## src/sbp_pkg.sv

```systemverilog
// Constants, pin map and command codes for the strobed bidirectional port host controller.
package sbp_pkg;
  localparam int CLK_NS = 100;
  localparam int T_RES_NS = 50000;
  localparam int T_RD_NS = 150;
  localparam int T_RDV_NS = 120;
  localparam int T_WR_NS = 100;
  localparam int T_RV_NS = 300;
  localparam int SYNC_STAGES = 3;
  localparam logic [9:0] RES_CYC = 10'((T_RES_NS + CLK_NS - 1) / CLK_NS);
  localparam logic [9:0] RD_CYC = 10'((T_RD_NS + CLK_NS - 1) / CLK_NS);
  localparam logic [9:0] RD_CAP_CYC = 10'((T_RDV_NS + CLK_NS - 1) / CLK_NS + SYNC_STAGES);
  localparam logic [9:0] WR_CYC = 10'((T_WR_NS + CLK_NS - 1) / CLK_NS);
  localparam logic [9:0] RV_CYC = 10'((T_RV_NS + CLK_NS - 1) / CLK_NS);
  localparam logic [1:0] ADDR_PORT_A = 2'h0;
  localparam logic [1:0] ADDR_PORT_C = 2'h2;
  localparam logic [1:0] ADDR_CTRL = 2'h3;
  localparam logic [2:0] OP_SETUP = 3'h0;
  localparam logic [2:0] OP_WRITE_A = 3'h1;
  localparam logic [2:0] OP_READ_A = 3'h2;
  localparam logic [2:0] OP_READ_C = 3'h3;
  localparam logic [2:0] OP_BIT_CMD = 3'h4;
  localparam logic [2:0] OP_WRITE_C = 3'h5;
  localparam logic MODE_FLAG = 1'h1;
  localparam logic [1:0] MODE_UPPER_BIDIR = 2'h2;
  localparam int BIT_OUT_FULL_N = 7;
  localparam int BIT_OUT_EN = 6;
  localparam int BIT_IN_FULL = 5;
  localparam int BIT_IN_EN = 4;
  localparam int BIT_UPPER_IRQ = 3;
  localparam logic [2:0] POS_OUT_EN = 3'h6;
  localparam logic [2:0] POS_IN_EN = 3'h4;
  localparam logic [1:0] STEP_LAST_SETUP = 2'h2;

  function automatic logic [7:0] sbp_bit_cmd(input logic [2:0] pos, input logic val);
    sbp_bit_cmd = {1'h0, 3'h0, pos, val};
  endfunction
endpackage

```

## src/sbp_stream_if.sv

```systemverilog
// Valid/ready byte stream carrier between the controller and its receive buffer.
`timescale 1ns/1ps
interface sbp_stream_if #(parameter int W = 8);
  logic valid;
  logic ready;
  logic [W-1:0] data;
  modport src (output valid, output data, input ready);
  modport snk (input valid, input data, output ready);
endinterface

```

## src/sbp_buf.sv

```systemverilog
// Two-entry skid buffer for received bytes.
`timescale 1ns/1ps
module sbp_buf #(
  parameter int W = 8
) (
  input wire logic ref_clk_in,
  input wire logic rst_in,
  sbp_stream_if.snk in_s,
  sbp_stream_if.src out_s
);
  typedef struct packed {
    logic out_valid;
    logic [W-1:0] out_data;
    logic skid_valid;
    logic [W-1:0] skid_data;
  } sbp_buf_state_t;

  sbp_buf_state_t q;
  sbp_buf_state_t d;

  // A second entry lets a stalled receiver hold one byte while the next one lands.
  always_comb begin
    d = q;
    if (out_s.ready || !q.out_valid) begin
      if (q.skid_valid) begin
        // Ready was low in this cycle, so a waiting input word is taken only later.
        d.out_valid = 1'h1;
        d.out_data = q.skid_data;
        d.skid_valid = 1'h0;
      end else begin
        d.out_valid = in_s.valid;
        d.out_data = in_s.data;
      end
    end else if (in_s.valid && !q.skid_valid) begin
      d.skid_valid = 1'h1;
      d.skid_data = in_s.data;
    end
  end

  always_ff @(posedge ref_clk_in or posedge rst_in) begin
    if (rst_in) begin
      q <= '0;
    end else begin
      q <= d;
    end
  end

  assign in_s.ready = !q.skid_valid;
  assign out_s.valid = q.out_valid;
  assign out_s.data = q.out_data;
endmodule

```

## src/sbp_host.sv

```systemverilog
// Host controller that drives the peripheral interface's processor-side pins.
`timescale 1ns/1ps
module sbp_host (
  input wire logic ref_clk_in,
  input wire logic rst_in,
  input wire logic cmd_valid_in,
  input wire logic [2:0] cmd_op_in,
  input wire logic [7:0] cmd_data_in,
  output logic cmd_ready_out,
  output logic nodata_out,
  output logic [7:0] status_out,
  output logic input_full_out,
  output logic output_full_n_out,
  output logic irq_out,
  output logic rx_valid_out,
  output logic [7:0] rx_data_out,
  input wire logic rx_ready_in,
  output logic dev_reset_out,
  output logic dev_cs_n_out,
  output logic dev_rd_n_out,
  output logic dev_wr_n_out,
  output logic [1:0] dev_addr_out,
  output logic [7:0] dev_data_out,
  output logic dev_data_oe_out,
  input wire logic [7:0] dev_data_in,
  input wire logic dev_irq_in
);
  typedef enum logic [5:0] {
    ST_RST = 6'h01,
    ST_IDLE = 6'h02,
    ST_SETUP = 6'h04,
    ST_STROBE = 6'h08,
    ST_HOLD = 6'h10,
    ST_RECOVER = 6'h20
  } sbp_st_t;

  typedef struct packed {
    sbp_st_t st;
    logic [2:0] op;
    logic [1:0] step;
    logic [7:0] cmd;
    logic [9:0] cnt;
    logic dev_reset;
    logic cs_n;
    logic rd_n;
    logic wr_n;
    logic oe;
    logic [1:0] addr;
    logic [7:0] dout;
    logic [7:0] status;
    logic irq;
    logic nodata;
    logic ready;
    logic push;
    logic [7:0] pbyte;
    logic [7:0] s1;
    logic [7:0] s2;
    logic [7:0] s3;
    logic i1;
    logic i2;
    logic i3;
  } sbp_host_state_t;

  localparam sbp_host_state_t RST_STATE = '{st: ST_RST, op: 3'h0, step: 2'h0, cmd: 8'h00,
    cnt: 10'h000, dev_reset: 1'h1, cs_n: 1'h1, rd_n: 1'h1, wr_n: 1'h1, oe: 1'h0,
    addr: 2'h0, dout: 8'h00, status: 8'h00, irq: 1'h0, nodata: 1'h0, ready: 1'h0,
    push: 1'h0, pbyte: 8'h00, s1: 8'h00, s2: 8'h00, s3: 8'h00, i1: 1'h0, i2: 1'h0,
    i3: 1'h0};

  sbp_host_state_t q;
  sbp_host_state_t d;
  logic [10:0] acc;

  sbp_stream_if #(.W(8)) rx_in ();
  sbp_stream_if #(.W(8)) rx_out ();

  // One bus access per step: write flag, address, data.
  function automatic logic [10:0] sbp_access(input logic [2:0] op, input logic [1:0] step,
                                             input logic [7:0] cmd);
    sbp_access = {1'h0, sbp_pkg::ADDR_PORT_C, 8'h00};
    unique case (op)
      sbp_pkg::OP_SETUP: begin
        if (step == 2'h0) begin
          sbp_access = {1'h1, sbp_pkg::ADDR_CTRL, sbp_pkg::MODE_FLAG,
                        sbp_pkg::MODE_UPPER_BIDIR, 2'h0, cmd[2:0]};
        end else if (step == 2'h1) begin
          sbp_access = {1'h1, sbp_pkg::ADDR_CTRL,
                        sbp_pkg::sbp_bit_cmd(sbp_pkg::POS_OUT_EN, cmd[sbp_pkg::BIT_OUT_EN])};
        end else begin
          sbp_access = {1'h1, sbp_pkg::ADDR_CTRL,
                        sbp_pkg::sbp_bit_cmd(sbp_pkg::POS_IN_EN, cmd[sbp_pkg::BIT_IN_EN])};
        end
      end
      sbp_pkg::OP_WRITE_A: begin
        if (step != 2'h0) begin
          sbp_access = {1'h1, sbp_pkg::ADDR_PORT_A, cmd};
        end
      end
      sbp_pkg::OP_READ_A: begin
        if (step != 2'h0) begin
          sbp_access = {1'h0, sbp_pkg::ADDR_PORT_A, 8'h00};
        end
      end
      sbp_pkg::OP_BIT_CMD: begin
        sbp_access = {1'h1, sbp_pkg::ADDR_CTRL, sbp_pkg::sbp_bit_cmd(cmd[2:0], cmd[3])};
      end
      sbp_pkg::OP_WRITE_C: begin
        sbp_access = {1'h1, sbp_pkg::ADDR_PORT_C, cmd};
      end
      default: begin
        sbp_access = {1'h0, sbp_pkg::ADDR_PORT_C, 8'h00};
      end
    endcase
  endfunction

  always_comb begin
    d = q;
    acc = sbp_access(q.op, q.step, q.cmd);
    d.push = 1'h0;
    d.s1 = dev_data_in;
    d.s2 = q.s1;
    d.s3 = q.s2;
    d.i1 = dev_irq_in;
    d.i2 = q.i1;
    d.i3 = q.i2;
    if (q.i2 == q.i3) begin
      d.irq = q.i3;
    end
    unique case (q.st)
      ST_RST: begin
        d.cnt = q.cnt + 10'h001;
        if (q.cnt + 10'h001 >= sbp_pkg::RES_CYC) begin
          d.dev_reset = 1'h0;
          d.cnt = 10'h000;
          d.ready = 1'h1;
          d.st = ST_IDLE;
        end
      end
      ST_IDLE: begin
        if (cmd_valid_in) begin
          d.op = cmd_op_in;
          d.cmd = cmd_data_in;
          d.step = 2'h0;
          d.nodata = 1'h0;
          d.ready = 1'h0;
          d.st = ST_SETUP;
        end
      end
      ST_SETUP: begin
        d.cs_n = 1'h0;
        d.addr = acc[9:8];
        d.dout = acc[7:0];
        d.oe = acc[10];
        d.wr_n = !acc[10];
        d.rd_n = acc[10];
        d.cnt = 10'h000;
        d.st = ST_STROBE;
      end
      ST_STROBE: begin
        d.cnt = q.cnt + 10'h001;
        if (!q.wr_n) begin
          if (q.cnt + 10'h001 >= sbp_pkg::WR_CYC) begin
            d.wr_n = 1'h1;
            d.st = ST_HOLD;
          end
        end else if (q.cnt + 10'h001 >= sbp_pkg::RD_CAP_CYC && q.s2 == q.s3) begin
          d.rd_n = 1'h1;
          if (q.addr == sbp_pkg::ADDR_PORT_C) begin
            d.status = q.s3;
          end else begin
            d.pbyte = q.s3;
          end
          d.st = ST_HOLD;
        end
      end
      ST_HOLD: begin
        // Data stays driven one cycle past the write strobe to give the device its hold time.
        d.cs_n = 1'h1;
        d.oe = 1'h0;
        d.cnt = 10'h000;
        d.st = ST_RECOVER;
      end
      ST_RECOVER: begin
        d.cnt = q.cnt + 10'h001;
        if (q.cnt + 10'h001 >= sbp_pkg::RV_CYC) begin
          d.cnt = q.cnt;
          d.st = ST_IDLE;
          d.ready = 1'h1;
          if (q.op == sbp_pkg::OP_SETUP && q.step != sbp_pkg::STEP_LAST_SETUP) begin
            d.step = q.step + 2'h1;
            d.ready = 1'h0;
            d.st = ST_SETUP;
          end else if (q.op == sbp_pkg::OP_READ_A && q.step == 2'h0) begin
            d.ready = 1'h0;
            if (!q.status[sbp_pkg::BIT_IN_FULL]) begin
              d.nodata = 1'h1;
              d.ready = 1'h1;
            end else if (rx_in.ready) begin
              d.step = 2'h1;
              d.st = ST_SETUP;
            end else begin
              d.st = ST_RECOVER;
            end
          end else if (q.op == sbp_pkg::OP_READ_A) begin
            d.push = 1'h1;
          end else if (q.op == sbp_pkg::OP_WRITE_A && q.step == 2'h0) begin
            // A full output latch is polled again rather than overwritten.
            d.ready = 1'h0;
            d.st = ST_SETUP;
            if (q.status[sbp_pkg::BIT_OUT_FULL_N]) begin
              d.step = 2'h1;
            end
          end
        end
      end
      default: begin
        d = RST_STATE;
      end
    endcase
  end

  always_ff @(posedge ref_clk_in or posedge rst_in) begin
    if (rst_in) begin
      q <= RST_STATE;
    end else begin
      q <= d;
    end
  end

  assign rx_in.valid = q.push;
  assign rx_in.data = q.pbyte;
  assign rx_out.ready = rx_ready_in;

  sbp_buf #(.W(8)) u_buf (
    .ref_clk_in(ref_clk_in),
    .rst_in(rst_in),
    .in_s(rx_in),
    .out_s(rx_out)
  );

  assign cmd_ready_out = q.ready;
  assign nodata_out = q.nodata;
  assign status_out = q.status;
  assign input_full_out = q.status[sbp_pkg::BIT_IN_FULL];
  assign output_full_n_out = q.status[sbp_pkg::BIT_OUT_FULL_N];
  assign irq_out = q.irq;
  assign rx_valid_out = rx_out.valid;
  assign rx_data_out = rx_out.data;
  assign dev_reset_out = q.dev_reset;
  assign dev_cs_n_out = q.cs_n;
  assign dev_rd_n_out = q.rd_n;
  assign dev_wr_n_out = q.wr_n;
  assign dev_addr_out = q.addr;
  assign dev_data_out = q.dout;
  assign dev_data_oe_out = q.oe;

  strobe_excl_a: assert property (@(posedge ref_clk_in) disable iff (rst_in)
    !(!q.rd_n && !q.wr_n)) else $error("read and write strobes low together");
  rd_width_a: assert property (@(posedge ref_clk_in) disable iff (rst_in)
    $fell(q.rd_n) |-> (!q.rd_n && !q.cs_n) [*5]) else $error("read strobe too short");
  strobe_gap_a: assert property (@(posedge ref_clk_in) disable iff (rst_in)
    ($rose(q.rd_n) || $rose(q.wr_n)) |-> (q.rd_n && q.wr_n) [*4])
    else $error("strobes too close");
  wr_drive_a: assert property (@(posedge ref_clk_in) disable iff (rst_in)
    !q.wr_n |-> q.oe ##1 q.oe) else $error("write data not driven through strobe");
  bit_cmd_a: assert property (@(posedge ref_clk_in) disable iff (rst_in)
    (!q.wr_n && q.addr == sbp_pkg::ADDR_CTRL && q.step != 2'h0) |-> !q.dout[7])
    else $error("enable change not sent as single-bit command");
  mode_word_a: assert property (@(posedge ref_clk_in) disable iff (rst_in)
    (!q.wr_n && q.addr == sbp_pkg::ADDR_CTRL && q.dout[7]) |->
    (q.dout[6:5] == sbp_pkg::MODE_UPPER_BIDIR && !q.op[2]))
    else $error("bad mode word");
  read_gate_a: assert property (@(posedge ref_clk_in) disable iff (rst_in)
    (!q.rd_n && q.addr == sbp_pkg::ADDR_PORT_A) |-> q.status[sbp_pkg::BIT_IN_FULL])
    else $error("port read without input full");
  write_gate_a: assert property (@(posedge ref_clk_in) disable iff (rst_in)
    (!q.wr_n && q.addr == sbp_pkg::ADDR_PORT_A) |-> q.status[sbp_pkg::BIT_OUT_FULL_N])
    else $error("port write while output full");
  setup_enables_a: assert property (@(posedge ref_clk_in) disable iff (rst_in)
    (q.op == sbp_pkg::OP_SETUP && q.st == ST_STROBE && q.step == 2'h2) |-> ##[1:8] q.ready)
    else $error("setup did not finish after enable command");
endmodule

```

## config.mk

```make
export PLATFORM = sky130hd
export DESIGN_NAME = sbp_host
export DESIGN_NICKNAME = d
export VERILOG_FILES = /design/src/sbp_pkg.sv /design/src/sbp_stream_if.sv /design/src/sbp_buf.sv /design/src/sbp_host.sv
export SDC_FILE = /design/constraint.sdc
export NUM_CORES = 1
export LEC_CHECK = 0
export BUFFER_PORTS_ARGS = -buffer_cell sky130_fd_sc_hd__buf_4
export CORE_MARGIN = 2
export CORE_UTILIZATION = 40
export DETAILED_ROUTE_END_ITERATION = 12
export GPL_ROUTABILITY_DRIVEN = 0
export HOLD_SLACK_MARGIN = 0.05
export MAX_ROUTING_LAYER = met4
export SLEW_MARGIN = 25
export SYNTH_ARGS = -nofsm -noshare
export SYNTH_HDL_FRONTEND = slang
export SYNTH_SLANG_ARGS = --single-unit
```

## constraint.sdc

```tcl
create_clock -name ref_clk_in -period 4.6 [get_ports ref_clk_in]
set_input_delay 0.92 -clock ref_clk_in [delete_from_list [all_inputs] [get_ports ref_clk_in]]
set_output_delay 0.92 -clock ref_clk_in [all_outputs]
set_load 0.01 [all_outputs]
```

## After elaboration in Yosys (flattened, before gate mapping)

Cells that the tools add are included.

| storage, ports and cells | value |
|---|---|
| flip-flop bits (word level) | 109 |
| word-level logic and storage cells | 180 |
| input port bits | 24 |
| output and inout port bits | 37 |

| operators by class | value |
|---|---|
| bitwise gates (word level) | 8 |
| mux-type cells | 71 |
| order comparisons | 4 |
| equal/unequal tests | 34 |
| reduce and logical (&&, ||, !) cells | 33 |
| add/sub/neg operators | 2 |

Operator list:

| operator | count |
|---|---|
| 8-bit two-way mux | 7 |
| 11-bit one-hot mux with 5 select lines | 1 |
| 6-bit two-way mux | 9 |
| 8-bit one-hot mux with 2 select lines | 3 |
| 10-bit one-hot mux with 4 select lines | 1 |
| 6-bit one-hot mux with 6 select lines | 1 |
| 27-bit two-way mux | 1 |
| 2-bit != test (second input constant) | 12 |
| 11-bit two-way mux | 2 |
| 10-bit two-way mux | 2 |
| 2-bit two-way mux | 10 |
| 4-bit != test (second input constant) | 5 |
| 10-bit one-hot mux with 2 select lines | 1 |
| 5-bit OR reduction | 4 |
| 19-bit two-way mux | 1 |
| 1-bit two-way mux | 18 |
| 9-bit two-way mux | 2 |
| 3-bit two-way mux | 4 |
| 2-bit one-hot mux with 3 select lines | 2 |
| 4-bit AND reduction | 3 |
| 4-bit OR reduction | 3 |
| 10-bit by 1-bit adder with 10-bit output (second input constant) | 1 |
| 10-bit by 1-bit >= comparator with 1-bit output (second input constant) | 1 |
| 10-bit by 2-bit >= comparator with 1-bit output (second input constant) | 1 |
| 36 further kinds | 57 |

## Longest topological paths before layout

| depth | value |
|---|---|
| depth after elaboration | 8 |
| mapped depth | 10 |
| mapped depth without buffers | 8 |

## Cells and area by module

From an unflattened synthesis, not the netlist that was laid out.

| unflattened totals | value |
|---|---|
| cells, all modules | 557 |
| area total of the unflattened synthesis | 5726.7 um^2 |

By module, submodules not included:

| module | area an instance (um^2) | cells each | instances |
|---|---|---|---|
| sbp_host | 4813.4 | 497 | 1 |
| sbp_buf | 913.4 | 60 | 1 |

## Worst setup path after synthesis

OpenSTA, ideal clock, no wires.

| timing path | value |
|---|---|
| path type | register to register |
| from | reg q[62] in the netlist's numbering |
| to | reg q, in the netlist rx_in.data[0] |
| required time | 4.479 ns |
| path buffers | 2 |
| setup time | 0.121 ns |
| arrival time | 2.420 ns |
| path slack | 2.059 ns |
| stages on the path, launching flop included | 10 |
| cell sequence | dfrtp_1 ha_1 buf_2 and3_1 clkbuf_1 and4_1 o32ai_2 or2_2 a41oi_2 a22o_1 |

| on the way | value |
|---|---|
| longest elaborated chain between the ends | 5 |

Ends and longest elaborated chain:

| item | line | source |
|---|---|---|
| start: declaration | sbp_host.sv:70 | `sbp_host_state_t q;` |
| start signal: assignment | sbp_host.sv:224 | `q <= RST_STATE;` |
| start signal: assignment | sbp_host.sv:226 | `q <= d;` |
| 10-bit by 1-bit adder with 10-bit output | sbp_host.sv:166 | `end else if (q.cnt + 10'h001 >= sbp_pkg::RD_CAP_CYC && q.s2 == q.s3) begin` |
| 10-bit by 3-bit >= comparator with 1-bit output | sbp_host.sv:166 |  |
| 1-bit logical AND | sbp_host.sv:166 |  |
| 2-bit != test (no line) | -- |  |
| 4-bit AND reduction (no line) | -- |  |

No other way between the ends.
A chain may end at the register's enable or synchronous reset.

## Worst setup path in the final report

| timing path | value |
|---|---|
| from | reg q[62] in the netlist's numbering |
| to | reg q, in the netlist status_out[4] |

Same word-level chain as after synthesis.

==> key figures <==
CTS
  – Root Buffer: clkbuf_16
  – CTS Buf Count: 9
  – Clock slew at reported path FFs: 0.07 ns
  – Worst-skew pair later-pin latency: 0.35 ns
  – # hold bufs at CTS: 0
  – H-tree Lvls: 3
  – PostCTS Resize Cnt: 0
  – Clk buf depth: 2
  – CTS tree: yes
  – # clock sinks: 109
  – Number of setup buffers added after CTS: 0

Job
  – Max_cap viols: 0

Floorplan
  – Total core area: 13770 sq um
  – Starting density of the core: 40.51%
  – Row count: 43
  – Die Height: 122.1 um
  – Die X: 122.1 um
  – Die area: 14910 sq um
  – IO Count: 61

Routing
  – Vias: 4127
  – Drt initial violations: 356
  – # DRC: 0
  – Vias per cell: 5.481
  – Post-route ant nets: 0
  – Initial DRT Pass Iterations: 4
  – Final wirelength: 12020 um
  – Routed WL per cell: 15.96 um

Worst setup path
  – Worst EP required: 4.89 ns
  – Reg-to-reg critical path startpoint: q[62]
  – Critical R2R Capture: status_out[4]
  – Crit. Startpoint: q[62]
  – Worst setup path endpoint: status_out[4]
  – CP endpoint kind: flip-flop
  – Startpoint class of the critical path: flip-flop
  – CP arrival: 3.11 ns
  – R2r setup slk: 1.78 ns
  – Kind of critical path: reg2reg
  – R2R cell count: 7
  – Worst-path fanout max: 10

Logic synthesis
  – Mapped Nets: 577
  – Yosys cell types: 69
  – Synth Register Bits: 109
  – Synthesized area: 5579 sq um
  – Synth top area share: 46.65%
  – Syn Inst Count: 547
  – Syn Area/Cell: 10.20 sq um
  – Post-synth EDFFs: 0
  – Most numerous cell in the Yosys netlist: dfrtp_1
  – Synth top area cells: dfrtp_1 (47%), o21ai_0 (3.9%), and2_1 (3.6%), buf_4 (3.5%), nand2_1 (3.5%)
  – Seq/Total Area, Yosys: 49.00%
  – FFs w/ async S/R, synth: 100.0%
  – Area leader, netlist: dfrtp_1
  – Syn. warnings: 0
  – Commonest cells in the netlist: dfrtp_1 (104), nand2_1 (52), o21ai_0 (44)
  – Synth Flop Type: dfrtp_1

STA
  – Final hold slack: 0.4480 ns
  – Worst setup margin: 1.783 ns
  – Setup tns final: 0 ns
  – Final setup fails: 0
  – Fmax: 355.0 MHz
  – RSZ-0062 raised after global routing: false
  – Tmin final: 2.817 ns
  – Worst slew pin tran: 0.8417 ns
  – Headroom to the max-slew limit: 43.68%
  – Max-slew violation count: 0
  – Final Skew: 0.006551 ns
  – Fin crit share: 61.24%
  – Final hold violations: 0

Pwr
  – Overall power: 3.073 mW
  – Static leakage: 2.799 nW
  – Max VDD drop: 253.9 uV
  – Pwr dens: 489.3 nW/um^2

Global route
  – Vias in the first global route: 4001
  – Largest net degree at the start of global routing: 40
  – Total gr overflow: 0
  – Met1 Use GR: 24.18%
  – Met3 Resource Use GR: 4.401%
  – First-pass GRT wire length: 20370 um
  – Met2 Use GR: 26.71%
  – Grt peak-use layer: met2
  – Total GRT Usage: 17.98%
  – Initial antenna violation count: 0

Placed design
  – Post-DP HPWL: 8760 um
  – Port bufs: 60
  – Pre-CTS worst setup slack: 1.843 ns

Cells and area
  – Synthesis-to-layout area growth: 12.56%
  – Storage cell area: 2734 sq um
  – Antenna cell count: 0
  – Fill cells: 1349
  – Nets: 598
  – Multi-input combinational cell area: 2479 sq um
  – Ratio of cells with drive above 1 in the final layout: 19.72%

Hold path
  – Min-delay worst type: reg2reg

Outcome
  – Status: completed
-- where the power goes --
part / total (mW) / leakage, nW / switching, mW / internal (mW)
Combinational: 1.02 / 1.18 / 0.612 / 0.404
Sequential: 1.30 / 1.48 / 0.168 / 1.13
Clock: 0.757 / 0.143 / 0.355 / 0.402
-- through the flow --
step | cell area [sq um] | utilization (%) | cells
detailed placement | 5988 | 43.48 | 737
floorplan | 5579 | - | 547
finish | 6280 | 45.59 | 753
CTS | 6280 | 45.59 | 753
global placement | 5988 | 43.48 | 737
global route | 6280 | 45.59 | 753
-- state kept, by name, indices dropped and copies added (netlist names), 2 cells and up --
signal            cells
q                    56
u_buf.q               9
dev_data_out          8
rx_in.data            8
status_out            8
u_buf.out_s.data      8
dev_addr_out          2
-- routing by layer --
metal | wire length [um] | share of wire [%] | vias up
met4 | 226 | 1.9 | 0
met3 | 604 | 5.0 | 13
met5 | 0 | 0 | -
met1 | 5661 | 47 | 2021
met2 | 5529 | 46 | 93
li1 | - | - | 2000
-- worst max-delay path, cell delays in order, from the launching register on --
cell     delay, ns
dfrtp_1       0.46
ha_1          0.34
and3_1        0.29
and4_1        0.23
o32ai_2       0.51
or2_2         0.26
nor4b_4       0.45
a22o_1        0.21
-- cell type report --
class | instances | share of cell area [%]
timing repair buffer | 64 | 7.651
inverter | 18 | 1.116
clock buffer | 11 | 4.025
multi-input combinational | 366 | 39.47
clock inverter | 5 | 0.6177
tap | 180 | 3.586
sequential | 109 | 43.53
-- cells by family (layout without fill, tap and decap cells) --
kind of cell | Yosys count | after routing | synth area share (%)
XOR/XNOR | 12 | 12 | 1.884
AO/OA/AOI/OAI | 151 | 151 | 19.89
flip-flops | 109 | 109 | 49.00
adder cells (fa/ha/maj) | 6 | 6 | 1.346
AND/OR/NAND/NOR | 178 | 178 | 17.56
buffers and inverters | 72 | 98 | 6.683
multiplexers | 19 | 19 | 3.633
-- worst min-delay path by stage --
stage                     startpoint     to  slack, ns  cells after the start
after global routing           q[24]  q[16]       0.47                      1
after detailed placement       q[21]  q[13]       0.43                      1
after global placement         q[22]  q[14]       0.43                      1
after floorplan                q[19]  q[11]       0.43                      1
after CTS                      q[24]  q[16]       0.45                      1
final                          q[21]  q[13]       0.45                      1
-- cells in the final DEF, fill, tap and decap left out, types with 3 or more instances in the layout --
cell       count
ha_1           6
buf_4         64
nor2b_1        6
a21boi_0       3
inv_6          3
or3_1          4
nand3b_1       3
a21o_1         3
a211oi_1      12
nor4_1         6
a22o_1        20
nand2_1       52
clkbuf_16      9
nand3_1       13
a31oi_1        3
nor2_1        23
xor2_1         4
inv_1         17
a21oi_1       13
nand4_1        6
mux2_2        10
dfstp_2        5
o22ai_1        8
dfrtp_1      104
o31a_1         3
nor3_1        10
and2_1        32
xnor2_1        8
mux2i_1        9
o21ai_0       44
nand2b_1       6
o21a_1         3
o2bb2ai_1      7
o31ai_1        4
(Power assumes the default switching activity.)
